**config.mk**
```make
export PLATFORM = sky130hd
export DESIGN_NAME = pcg_clock_gen
export DESIGN_NICKNAME = d
export VERILOG_FILES = /design/src/pcg_pkg.sv /design/src/pcg_clock_gen.sv /design/src/pcg_divider.sv
export SDC_FILE = /design/constraint.sdc
export NUM_CORES = 1
export LEC_CHECK = 0
export BUFFER_PORTS_ARGS = -buffer_cell sky130_fd_sc_hd__buf_2
export CORE_MARGIN = 8
export CORE_UTILIZATION = 45
export DETAILED_ROUTE_END_ITERATION = 7
export GPL_TIMING_DRIVEN = 0
export PLACE_DENSITY = 0.68
export SLEW_MARGIN = 25
export SYNTH_ARGS = -nofsm -noshare
export SYNTH_HDL_FRONTEND = slang
export SYNTH_SLANG_ARGS = --single-unit
```
**constraint.sdc**
```tcl
create_clock -name pclk -period 3.45 [get_ports pclk]
set_input_delay 0.1725 -clock pclk [delete_from_list [all_inputs] [get_ports pclk]]
set_output_delay 0.1725 -clock pclk [all_outputs]
set_load 0.005 [all_outputs]
```
**src/pcg_pkg.sv**
```systemverilog
// =====================================================================
// shared constants and types of the loop clock generator
package pcg_pkg;

  // =====================================================================
  // timing
  localparam int unsigned CLK_PERIOD_NS = 100;
  localparam int unsigned XTAL_LOSS_NS  = 10000;
  // longest allowed gap between crystal ticks, rounded down to cycles
  localparam logic [7:0]  XTAL_LOSS_CYC = 8'(XTAL_LOSS_NS / CLK_PERIOD_NS);
  localparam logic [1:0]  WD_RESUME     = 2'h2;

  // =====================================================================
  // register map, byte addresses
  localparam logic [7:0] ADDR_CFG  = 8'h00;
  localparam logic [7:0] ADDR_CTRL = 8'h04;
  localparam logic [7:0] ADDR_OSC  = 8'h08;
  localparam logic [7:0] ADDR_STAT = 8'h0C;

  // status word and oscillator register bit positions
  localparam int unsigned ST_LOCK = 0;
  localparam int unsigned ST_XSTB = 1;
  localparam int unsigned ST_BUSX = 2;
  localparam int unsigned OSC_EN  = 0;

  // =====================================================================
  // loop configuration, low bits of the config word
  typedef struct packed {
    logic [1:0] core_range_select;
    logic [1:0] ref_range_select;
    logic [4:0] output_divider;
    logic [5:0] loop_multiplier;
    logic [3:0] ref_predivider;
  } pcg_cfg_s;

  localparam int unsigned CFG_W = $bits(pcg_cfg_s);
  localparam pcg_cfg_s CFG_RST = '{core_range_select: 2'h1, ref_range_select: 2'h0,
                                   output_divider: 5'h03, loop_multiplier: 6'h18,
                                   ref_predivider: 4'h0};

  // control word
  typedef struct packed {
    logic watchdog_stop_disable;
    logic crystal_irq_enable;
    logic lock_irq_enable;
    logic loop_clock_select;
  } pcg_ctl_s;

  localparam int unsigned CTL_W   = $bits(pcg_ctl_s);
  localparam pcg_ctl_s    CTL_RST = 4'h1;

  // =====================================================================
  // loop behaviour
  localparam logic [4:0] UNLOCK_DIV = 5'h03;
  localparam logic [7:0] LOCK_LAST  = 8'h1F;
  localparam logic [8:0] FB_EXPECT  = 9'h040;
  localparam logic [8:0] FB_MAX     = 9'h1FF;
  localparam logic [8:0] LOCK_TOL   = 9'h001;
  localparam logic [8:0] UNL_TOL    = 9'h002;

  typedef enum logic [1:0] {
    SEL_RUN   = 2'b00,
    SEL_DRAIN = 2'b01,
    SEL_SYNC  = 2'b10
  } pcg_sel_e;

endpackage

```
**src/pcg_clock_gen.sv**
```systemverilog
// Our own choices: the placing of the registers and register access over APB.
`timescale 1ns/1ns
module pcg_clock_gen #(
  parameter logic [15:0] XTAL_START_TICKS = 16'h0400
) (
  input  wire logic        pclk,
  input  wire logic        presetn,
  input  wire logic        psel,
  input  wire logic        penable,
  input  wire logic        pwrite,
  input  wire logic [7:0]  paddr,
  input  wire logic [31:0] pwdata,
  output logic [31:0]      prdata,
  output logic             pready,
  output logic             pslverr,
  input  wire logic        rc_tick,
  input  wire logic        crystal_tick,
  input  wire logic        core_osc_tick,
  input  wire logic        aclk_tick,
  input  wire logic        stop_mode,
  output logic             crystal_enable,
  output logic [1:0]       ref_range_select,
  output logic [1:0]       core_range_select,
  output logic             pump_up,
  output logic             pump_dn,
  output logic             loop_output_clock,
  output logic             bus_tick,
  output logic             lock_irq,
  output logic             crystal_irq,
  output logic             watchdog_run
);
  import pcg_pkg::*;

  pcg_cfg_s    cfg_q, cfg_d;
  pcg_ctl_s    ctl_q, ctl_d;
  logic        osc_en_d, osc_wr, access, wr_en, addr_ok;
  logic        pready_d, slverr_d;
  logic [31:0] prdata_d;
  logic        reference_clock, feedback_clock, ref_src;
  logic [3:0]  pre_div;
  logic [4:0]  out_div;
  logic        fbh_q, fbh_d, up_d, dn_d, fb_pd;
  logic [7:0]  ref_cnt_q, ref_cnt_d;
  logic [8:0]  fb_cnt_q, fb_cnt_d, fb_err;
  logic        lock_q, lock_d, win_end, lirq_d;
  logic [15:0] xcnt_q, xcnt_d;
  logic [7:0]  idle_q, idle_d;
  logic        stab_q, stab_d, xirq_d;
  pcg_sel_e    st_q, st_d;
  logic        src_q, src_d, half_q, half_d, cur_tick, bus_d;
  logic [1:0]  wd_cnt_q, wd_cnt_d;
  logic        wd_d;

  // =====================================================================
  // apb slave: setup, one wait cycle, then pready with data
  assign access  = psel && penable;
  assign wr_en   = access && pready && pwrite;
  assign addr_ok = (paddr == ADDR_CFG) || (paddr == ADDR_CTRL) ||
                   (paddr == ADDR_OSC) || (paddr == ADDR_STAT);

  // read data is latched in the wait cycle so prdata comes from a flop
  always_comb begin
    pready_d = access && !pready;
    prdata_d = prdata;
    slverr_d = pslverr;
    if (access && !pready) begin
      slverr_d = !addr_ok;
      prdata_d = '0;
      case (paddr)
        ADDR_CFG:  prdata_d[CFG_W-1:0] = cfg_q;
        ADDR_CTRL: prdata_d[CTL_W-1:0] = ctl_q;
        ADDR_OSC:  prdata_d[OSC_EN]    = crystal_enable;
        ADDR_STAT: begin
          prdata_d[ST_LOCK] = lock_q;
          prdata_d[ST_XSTB] = stab_q;
          prdata_d[ST_BUSX] = !src_q;
        end
        default:   prdata_d = '0;
      endcase
    end
  end

  always_ff @(posedge pclk or negedge presetn) begin
    if (!presetn) begin
      pready  <= 1'b0;
      prdata  <= '0;
      pslverr <= 1'b0;
    end else begin
      pready  <= pready_d;
      prdata  <= prdata_d;
      pslverr <= slverr_d;
    end
  end

  // =====================================================================
  // software registers
  // oscillator register only accepts writes while loop_clock_select picks the loop
  assign osc_wr = wr_en && (paddr == ADDR_OSC) && ctl_q.loop_clock_select;

  always_comb begin
    cfg_d    = cfg_q;
    ctl_d    = ctl_q;
    osc_en_d = crystal_enable;
    if (wr_en && paddr == ADDR_CFG) begin
      cfg_d = pwdata[CFG_W-1:0];
    end
    if (wr_en && paddr == ADDR_CTRL) begin
      ctl_d = pwdata[CTL_W-1:0];
    end
    if (osc_wr) begin
      osc_en_d = pwdata[OSC_EN];
    end
    // no crystal bus without a stable crystal; the forced set beats a clear
    if (!ctl_d.loop_clock_select && !stab_d) begin
      ctl_d.loop_clock_select = 1'b1;
    end
  end

  always_ff @(posedge pclk or negedge presetn) begin
    if (!presetn) begin
      cfg_q          <= CFG_RST;
      ctl_q          <= CTL_RST;
      crystal_enable <= 1'b0;
    end else begin
      cfg_q          <= cfg_d;
      ctl_q          <= ctl_d;
      crystal_enable <= osc_en_d;
    end
  end

  assign ref_range_select  = cfg_q.ref_range_select;
  assign core_range_select = cfg_q.core_range_select;

  // =====================================================================
  // dividers: reference, feedback, loop output
  assign ref_src = crystal_enable ? crystal_tick : rc_tick;
  assign pre_div = crystal_enable ? cfg_q.ref_predivider : 4'h0;
  assign out_div = lock_q ? cfg_q.output_divider : UNLOCK_DIV;

  pcg_divider #(.WIDTH(4)) u_pre (
    .pclk     (pclk),
    .presetn  (presetn),
    .tick_in  (ref_src),
    .div      (pre_div),
    .tick_out (reference_clock)
  );

  pcg_divider #(.WIDTH(6)) u_fb (
    .pclk     (pclk),
    .presetn  (presetn),
    .tick_in  (core_osc_tick),
    .div      (cfg_q.loop_multiplier),
    .tick_out (feedback_clock)
  );

  pcg_divider #(.WIDTH(5)) u_out (
    .pclk     (pclk),
    .presetn  (presetn),
    .tick_in  (core_osc_tick),
    .div      (out_div),
    .tick_out (loop_output_clock)
  );

  // =====================================================================
  // phase detector; feedback halved so the loop settles at 2x multiplier
  assign fb_pd = feedback_clock && fbh_q;

  always_comb begin
    fbh_d = fbh_q ^ feedback_clock;
    up_d  = pump_up || reference_clock;
    dn_d  = pump_dn || fb_pd;
    // both edges seen: cancel, the width of the lone pulse is the error
    if (up_d && dn_d) begin
      up_d = 1'b0;
      dn_d = 1'b0;
    end
  end

  always_ff @(posedge pclk or negedge presetn) begin
    if (!presetn) begin
      fbh_q   <= 1'b0;
      pump_up <= 1'b0;
      pump_dn <= 1'b0;
    end else begin
      fbh_q   <= fbh_d;
      pump_up <= up_d;
      pump_dn <= dn_d;
    end
  end

  // =====================================================================
  // lock detector: feedback count over a window of reference ticks,
  // so detection time scales with the reference period
  assign win_end = reference_clock && (ref_cnt_q == LOCK_LAST);
  assign fb_err  = (fb_cnt_q > FB_EXPECT) ? fb_cnt_q - FB_EXPECT
                                          : FB_EXPECT - fb_cnt_q;

  always_comb begin
    ref_cnt_d = ref_cnt_q;
    fb_cnt_d  = fb_cnt_q;
    lock_d    = lock_q;
    if (feedback_clock && fb_cnt_q != FB_MAX) begin
      fb_cnt_d = fb_cnt_q + 9'h001;
    end
    if (reference_clock) begin
      ref_cnt_d = ref_cnt_q + 8'h01;
    end
    if (win_end) begin
      ref_cnt_d = '0;
      fb_cnt_d  = '0;
      // hysteresis: tight band to lock, wider band to drop it
      if (!lock_q && fb_err <= LOCK_TOL) begin
        lock_d = 1'b1;
      end else if (lock_q && fb_err > UNL_TOL) begin
        lock_d = 1'b0;
      end
    end
    if (osc_wr) begin
      ref_cnt_d = '0;
      fb_cnt_d  = '0;
      lock_d    = 1'b0;
    end
    lirq_d = ctl_q.lock_irq_enable && (lock_d != lock_q);
  end

  always_ff @(posedge pclk or negedge presetn) begin
    if (!presetn) begin
      ref_cnt_q <= '0;
      fb_cnt_q  <= '0;
      lock_q    <= 1'b0;
      lock_irq  <= 1'b0;
    end else begin
      ref_cnt_q <= ref_cnt_d;
      fb_cnt_q  <= fb_cnt_d;
      lock_q    <= lock_d;
      lock_irq  <= lirq_d;
    end
  end

  // =====================================================================
  // crystal start-up and loss monitor
  always_comb begin
    xcnt_d = xcnt_q;
    idle_d = crystal_tick ? 8'h00 : idle_q;
    stab_d = stab_q;
    if (!crystal_tick && idle_q != XTAL_LOSS_CYC) begin
      idle_d = idle_q + 8'h01;
    end
    if (crystal_tick && !stab_q) begin
      xcnt_d = xcnt_q + 16'h0001;
      if (xcnt_d >= XTAL_START_TICKS) begin
        stab_d = 1'b1;
      end
    end
    // losing lock or the crystal itself drops the stable status
    if (!crystal_enable || osc_wr || (lock_q && !lock_d) ||
        (stab_q && idle_q == XTAL_LOSS_CYC)) begin
      xcnt_d = '0;
      stab_d = 1'b0;
    end
    xirq_d = ctl_q.crystal_irq_enable && (stab_d != stab_q);
  end

  always_ff @(posedge pclk or negedge presetn) begin
    if (!presetn) begin
      xcnt_q      <= '0;
      idle_q      <= '0;
      stab_q      <= 1'b0;
      crystal_irq <= 1'b0;
    end else begin
      xcnt_q      <= xcnt_d;
      idle_q      <= idle_d;
      stab_q      <= stab_d;
      crystal_irq <= xirq_d;
    end
  end

  // =====================================================================
  // bus source switch: drain one old period, then skip one new tick,
  // so no gap is shorter than either period
  assign cur_tick = src_q ? (loop_output_clock && half_q) : crystal_tick;

  always_comb begin
    st_d   = st_q;
    src_d  = src_q;
    half_d = half_q ^ loop_output_clock;
    bus_d  = 1'b0;
    case (st_q)
      SEL_RUN: begin
        bus_d = cur_tick;
        if (ctl_q.loop_clock_select != src_q) begin
          st_d = SEL_DRAIN;
        end
      end
      SEL_DRAIN: begin
        if (cur_tick) begin
          src_d = ctl_q.loop_clock_select;
          st_d  = SEL_SYNC;
        end
      end
      SEL_SYNC: begin
        if (cur_tick) begin
          st_d = SEL_RUN;
        end
      end
      default: st_d = SEL_RUN;
    endcase
    // a dead crystal never ends the wait; go straight to the loop and
    // swallow any last crystal tick so no runt reaches the bus
    if (!src_q && !stab_q) begin
      src_d = 1'b1;
      st_d  = SEL_SYNC;
      bus_d = 1'b0;
    end
  end

  always_ff @(posedge pclk or negedge presetn) begin
    if (!presetn) begin
      st_q     <= SEL_RUN;
      src_q    <= 1'b1;
      half_q   <= 1'b0;
      bus_tick <= 1'b0;
    end else begin
      st_q     <= st_d;
      src_q    <= src_d;
      half_q   <= half_d;
      bus_tick <= bus_d;
    end
  end

  // =====================================================================
  // watchdog run gate around stop mode
  always_comb begin
    wd_cnt_d = wd_cnt_q;
    wd_d     = watchdog_run;
    if (stop_mode) begin
      wd_cnt_d = '0;
      wd_d     = !ctl_q.watchdog_stop_disable;
    end else if (!watchdog_run && aclk_tick) begin
      // slow clock crossing costs two ticks before counting resumes
      wd_cnt_d = wd_cnt_q + 2'h1;
      wd_d     = (wd_cnt_d == WD_RESUME);
    end
  end

  always_ff @(posedge pclk or negedge presetn) begin
    if (!presetn) begin
      wd_cnt_q     <= '0;
      watchdog_run <= 1'b1;
    end else begin
      wd_cnt_q     <= wd_cnt_d;
      watchdog_run <= wd_d;
    end
  end
endmodule // pcg_clock_gen

```
**src/pcg_divider.sv**
```systemverilog
`timescale 1ns/1ns
// =====================================================================
// divide-by-(div+1) enable pulse generator
module pcg_divider #(
  parameter int unsigned WIDTH = 4
) (
  input  wire logic             pclk,
  input  wire logic             presetn,
  input  wire logic             tick_in,
  input  wire logic [WIDTH-1:0] div,
  output logic                  tick_out
);
  logic [WIDTH-1:0] cnt_q;
  logic [WIDTH-1:0] cnt_d;
  logic             tick_d;

  // >= so that a ratio lowered mid-count wraps at once instead of rolling over
  always_comb begin
    cnt_d  = cnt_q;
    tick_d = 1'b0;
    if (tick_in) begin
      if (cnt_q >= div) begin
        cnt_d  = '0;
        tick_d = 1'b1;
      end else begin
        cnt_d = cnt_q + 1'b1;
      end
    end
  end

  // state registers
  always_ff @(posedge pclk or negedge presetn) begin
    if (!presetn) begin
      cnt_q    <= '0;
      tick_out <= 1'b0;
    end else begin
      cnt_q    <= cnt_d;
      tick_out <= tick_d;
    end
  end

endmodule // pcg_divider

```
Yosys cells after proc, flatten, opt, wreduce, memory -nomap -nowiden. Index checks and enable logic that the tools add are counted.

Flip-flop bits (word level): 119. Bits of input ports: 50.

$add $sub $neg: 10. Magnitude comparators: 7. Equality and inequality tests: 16. Mux-type cells: 53. Bitwise logic cells: 2. Reductions and logical operators: 55.

Operators with widths (number): $mux 8 (5); $mux 9 (4); $mux 16 (2); $mux 1 (26); $logic_and 1x1->1 (24); $add 16x1->16 const B (1); $add 8x1->8 const B (2); $eq 8x4->1 const B (2); $ge 16x11->1 const B (1); $mux 15 (1); $logic_not 1->1 (12); $mux 2 (6); $pmux 2 s3 (2); $mux 5 (2); $reduce_bool 2->1 (5); $add 9x1->9 const B (1); $gt 9x2->1 const B (1); $gt 9x7->1 const B (1); $le 9x1->1 const B (1); $ne 3x3->1 const B (3); $ne 9x9->1 const B (1); $sub 7x9->9 const A (1); $sub 9x7->9 const B (1); $eq 8x3->1 const B (1); 24 further kinds (37).

Logic depth before layout (Yosys ltp).
Depth in word-level cells: 16. Mapped depth: 15. Gate-level depth less buffers: 15.

By module. Synthesis repeated with hierarchy kept, for this count alone.

Cells, all modules: 655. Area, all modules: 6508.7 µm².

Modules (own cells, without submodules): pcg_clock_gen (instances 1, cells an instance 522, area each 5220.0 µm², seq. area each 2537.4 µm²); pcg_divider at u_fb (instances 1, cells an instance 52, area each 508.0 µm², seq. area each 175.2 µm²); pcg_divider at u_out (instances 1, cells an instance 47, area each 450.4 µm², seq. area each 150.1 µm²); pcg_divider at u_pre (instances 1, cells an instance 34, area each 330.3 µm², seq. area each 125.1 µm²).

Worst setup path after synthesis. Ideal clock, no wire load.

Path type: reg2reg. From: reg fb_cnt_q[0]. To: reg xcnt_q[10]. Arrival time: 3.548 ns. Required time: 3.378 ns. Slack: -0.171 ns. Cell stages (with the launch flop): 16. Path buffers: 2. Clock period less this slack: 3.621 ns. Cell sequence: dfrtp_1 -> inv_1 -> ha_1 -> or3b_4 -> or4b_4 -> o311ai_1 -> o211ai_1 -> a2111oi_2 -> o21ai_0 -> ha_1 -> inv_1 -> o311ai_0 -> or2_2 -> clkbuf_1 -> clkbuf_1 -> nor2_1.

Cells in the longest elaborated chain, start to end: 13. Elaborated cells between the ends (all ways): 18.

Ends and longest elaborated chain: from (decl) (RTL line pcg_clock_gen.sv:44) `logic [8:0] fb_cnt_q, fb_cnt_d, fb_err;`; from (signal assigned) (RTL line pcg_clock_gen.sv:234) `fb_cnt_q <= fb_cnt_d;`; $sub 7x9->9, or another cell as far along (RTL line pcg_clock_gen.sv:196) `: FB_EXPECT - fb_cnt_q;`; $mux 9 (*) (RTL line pcg_clock_gen.sv:195) `assign fb_err = (fb_cnt_q > FB_EXPECT) ? fb_cnt_q - FB_EXPECT`; $gt 9x2->1 (RTL line pcg_clock_gen.sv:214) `end else if (lock_q && fb_err > UNL_TOL) begin`; $logic_and 1x1->1 (RTL line pcg_clock_gen.sv:214); $mux 1 (RTL line pcg_clock_gen.sv:214); $mux 1 (*) (RTL line pcg_clock_gen.sv:212) `if (!lock_q && fb_err <= LOCK_TOL) begin`; $mux 1 (*) (RTL line pcg_clock_gen.sv:208) `if (win_end) begin`; $mux 1 (*) (RTL line pcg_clock_gen.sv:218) `if (osc_wr) begin`; $logic_not 1->1 (*) (RTL line pcg_clock_gen.sv:256) `if (!crystal_enable || osc_wr || (lock_q && !lock_d) ||`; $logic_and 1x1->1 (*) (RTL line pcg_clock_gen.sv:256); $logic_or 1x1->1 (*) (2 in a row) (RTL line pcg_clock_gen.sv:256); $mux 16 or $reduce_bool 2->1 (tied branches); to (signal assigned) (RTL line pcg_clock_gen.sv:271) `xcnt_q <= xcnt_d;`; to (decl) (RTL line pcg_clock_gen.sv:46) `logic [15:0] xcnt_q, xcnt_d;`.

Mark *: on every way between the ends. The rest lies on a longest branch, timed or not. A chain may end at the register's enable or synchronous reset.

Final worst setup path.
From: reg fb_cnt_q[1]. To: reg xcnt_q[6].

Same word-level chain as after synthesis.

==> results.sh <==
export IMPL_status="finished clean"
export IMPL_fin_skew_ns=0.00585
export IMPL_critical_path_max_fanout=6
export IMPL_cp_data_arrival_time_ns=3.69
export IMPL_grt_pass1_wl_mm=24.1
export IMPL_fillers=1184
export IMPL_total_power_w=0.00442
export IMPL_timing_setup_tns_ns=0
export IMPL_grt_max_degree=67
export IMPL_row_count=43
export IMPL_ant_nets=0
export IMPL_die_w_um=133
export IMPL_holdWs_ns=0.0199
export IMPL_vias_per_cell=5.22
export IMPL_wire_per_inst_um=15.7
export IMPL_synth_edf_count=0
export IMPL_min_from="pwdata[2]"
export IMPL_postSynthAreaPerCell_um2=10.2
export IMPL_grt_ovfl_total=0
export IMPL_grt_pass1_vias=5047
export IMPL_hp_class="in -> reg"
export IMPL_cts_made_buffers=17
export IMPL_crit_family="simple AND/OR/NAND/NOR gates"
export IMPL_setup_worst_path_start_class="register"
export IMPL_fmax_mhz=299
export IMPL_ys_flop_type="dfrtp_1"
export IMPL_slew_viol_final=0
export IMPL_netlist_instances=611
export IMPL_fin_crit_sh_pct=96.9
export IMPL_clock_sinks=119
export IMPL_synth_top_area_share_pct=44.7
export IMPL_netlist_area_um2=6210
export IMPL_dieHeight_um=133
export IMPL_fin_area_um2=7880
export IMPL_synth_compound_area_share_pct=10.5
export IMPL_place_gp_congestion=0.834
export IMPL_drive_above_1_share_pct=26.8
export IMPL_synth_async_reset_ratio_pct=100
export IMPL_vias=4871
export IMPL_synthSimpleGateAreaFrac_pct=17.2
export IMPL_slowest_delay_ns=0.53
export IMPL_clk_latency_ns=0.42
export IMPL_core_area_um2=13700
export IMPL_firstDrtPassIters=4
export IMPL_yosysTopAreaCell="dfrtp_1"
export IMPL_crit_start="fb_cnt_q[1]"
export IMPL_fin_nets=824
export IMPL_h_tree_depth=4
export IMPL_yosys_warnings=0
export IMPL_io_pin_count=96
export IMPL_yosysUniqueCellTypes=57
export IMPL_vdd_ir_drop_max_uv=343
export IMPL_tritoncts="yes"
export IMPL_drc=0
export IMPL_clk_pin_slew_ns=0.06
export IMPL_diodes=0
export IMPL_clockBufferDepth=2
export IMPL_synth_top_family_by_area="simple AND/OR/NAND/NOR gates"
export IMPL_hold_viol=0
export IMPL_synth_commonest_cells="dfrtp_1 (111), nor2_1 (73), nand2_1 (40), ha_1 (33), inv_1 (31)"
export IMPL_crit_chain="inv_2, ha_4, or3b_4, or4b_4, o311ai_4, o211ai_1, a2111oi_4, o21ai_1, ha_2, inv_2, o311ai_4, or2_4, clkbuf_16, nor2_4"
export IMPL_path_buf_inv=3
export IMPL_start_util_pct=45.4
export IMPL_tightest_slew_ns=1.02
export IMPL_synthAdderAreaFrac_pct=6.65
export IMPL_synth_most_common_cell="dfrtp_1"
export IMPL_synthTopCellsByArea="dfrtp_1 (45%), ha_1 (6.7%), nor2_1 (4.4%)"
export IMPL_ys_seq_area_share_pct=48.1
export IMPL_crit_required_ns=3.80
export IMPL_hpwl_mm=10.2
export IMPL_criticalPathCategory="reg -> reg"
export IMPL_antenna_found_initial=0
export IMPL_synth_seq_cells=119
export IMPL_p_leak_nw=3.66
export IMPL_relSlewSlack_pct=31.3
export IMPL_p_per_area_nw_per_um2=561
export IMPL_die_area_um2=17800
export IMPL_fin_crit_ns=3.34
export IMPL_drv_cap=0
export IMPL_cp_end_kind="register"
export IMPL_crit_path_top_delay_cell="or4b_4"
export IMPL_setup_viol=0
export IMPL_synthToLayoutAreaGrowth_pct=26.9
export IMPL_drt_total_wl_mm=14.7
export IMPL_root_buffer="clkbuf_16"
export IMPL_r2r_start="fb_cnt_q[1]"
export IMPL_port_buffers=67
export IMPL_drt_iter0_drc=257
export IMPL_synth_mux_area_share_pct=6.49
export IMPL_synth_xor_area_share_pct=5.36
export IMPL_placed_cell_area_um2=6860
export IMPL_grt_usage_pct=16.8
==> cell families after synthesis <==
family / after synthesis
and+or+nand+nor: 217
DFF: 119
AOI/OAI and AO/OA: 93
buffers and inverters: 74
xor gates and xnor gates: 38
muxes: 36
adders and majority gates: 33
other: 1
==> layout make-up <==
type,instances,area (µm²),area share [%]
clock inverter,14,135,1.72
clock buffer,18,429,5.45
tap,180,225,2.86
multi-input combinational,430,3070,38.9
buffer,42,253,3.21
sequential,119,2990,38.0
timing repair buffer,100,662,8.40
inverter,31,116,1.48
==> power breakdown <==
group	internal, W	switching, W
logic	0.000481	0.000544
registers	0.00157	0.000151
clock network	0.00105	0.000627
total	0.00310	0.00132
==> sequential cells by signal, summed over array words and instances (netlist names), 4 cells and up <==
signal	count
u_fb.cnt_q	6
ctl_q	4
xcnt_q	16
idle_q	8
fb_cnt_q	9
cfg_q	15
u_out.cnt_q	5
prdata	19
ref_cnt_q	8
u_pre.cnt_q	4
==> stage by stage <==
| step | utilization [%] | cells | setup WS [ns] |
|---|---|---|---|
| 5_1_grt | 57.6 | 934 | -0.0167 |
| 2_1_floorplan | - | 623 | 0.0201 |
| 4_1_cts | 57.0 | 928 | -0.148 |
| 3_5_place_dp | 50.2 | 871 | -0.555 |
| 3_3_place_gp | 49.9 | 870 | -0.487 |
| 6_report | 57.6 | 934 | 0.106 |
==> worst paths after layout <==
check / cells after the start / slack, ns / to
setup / recovery: 14 / 0.11 / xcnt_q[6]
setup reg to reg: 14 / 0.11 / xcnt_q[6]
hold / removal: 2 / 0.02 / ctl_q[2]
hold reg to reg: 1 / 0.47 / fbh_q
max in group asynchronous: 3 / 2.43 / core_range_select[0]
min in group asynchronous: 2 / 0.28 / xcnt_q[12]
==> timing repair <==
item / in CTS / in global routing
resized for setup: 31 / 9
pin swaps: 24 / 8
endpoints found under the hold margin: 65 / 0
hold buffers: 17 / 0
setup buffers: 8 / 6
setup endpoints to repair: 19 / 19
gates cloned: 1 / 0
==> cells in the final DEF, fill, tap and decap left out, drive strengths merged, types with 8 or more instances in the layout <==
master | netlist | final
conb | 1 | 13
xnor2 | 14 | 14
nand2b | 8 | 8
nand3 | 29 | 29
nand2 | 40 | 40
mux2i | 11 | 11
mux2 | 24 | 24
clkbuf | 22 | 40
clkinv | 0 | 9
a22o | 18 | 18
a21oi | 14 | 14
dlygate4sd3 | 0 | 17
nor2 | 73 | 73
nor2b | 9 | 9
dfstp | 8 | 8
nor3 | 14 | 14
inv | 31 | 31
buf | 21 | 103
dfrtp | 111 | 111
xor2 | 24 | 24
ha | 33 | 33
nand4 | 8 | 8
o21ai | 21 | 21
==> per-layer routing <==
layer	GRT usage [%]	vias up	part of all wire, %
met3	5.53	24	5.6
met2	28.0	104	49
met1	19.4	2380	43
met5	0	-	0
li1	-	2363	-
met4	7.11	0	2.0
==> worst register-to-register path: stages, from the launching register on <==
cell,delay [ns]
dfrtp_2,0.41
inv_2,0.08
ha_4,0.13
or3b_4,0.37
or4b_4,0.53
o311ai_4,0.25
o211ai_1,0.18
a2111oi_4,0.25
o21ai_1,0.11
ha_2,0.18
inv_2,0.08
o311ai_4,0.12
or2_4,0.33
clkbuf_16,0.19
nor2_4,0.07
Power figures use the tool's default switching activity.
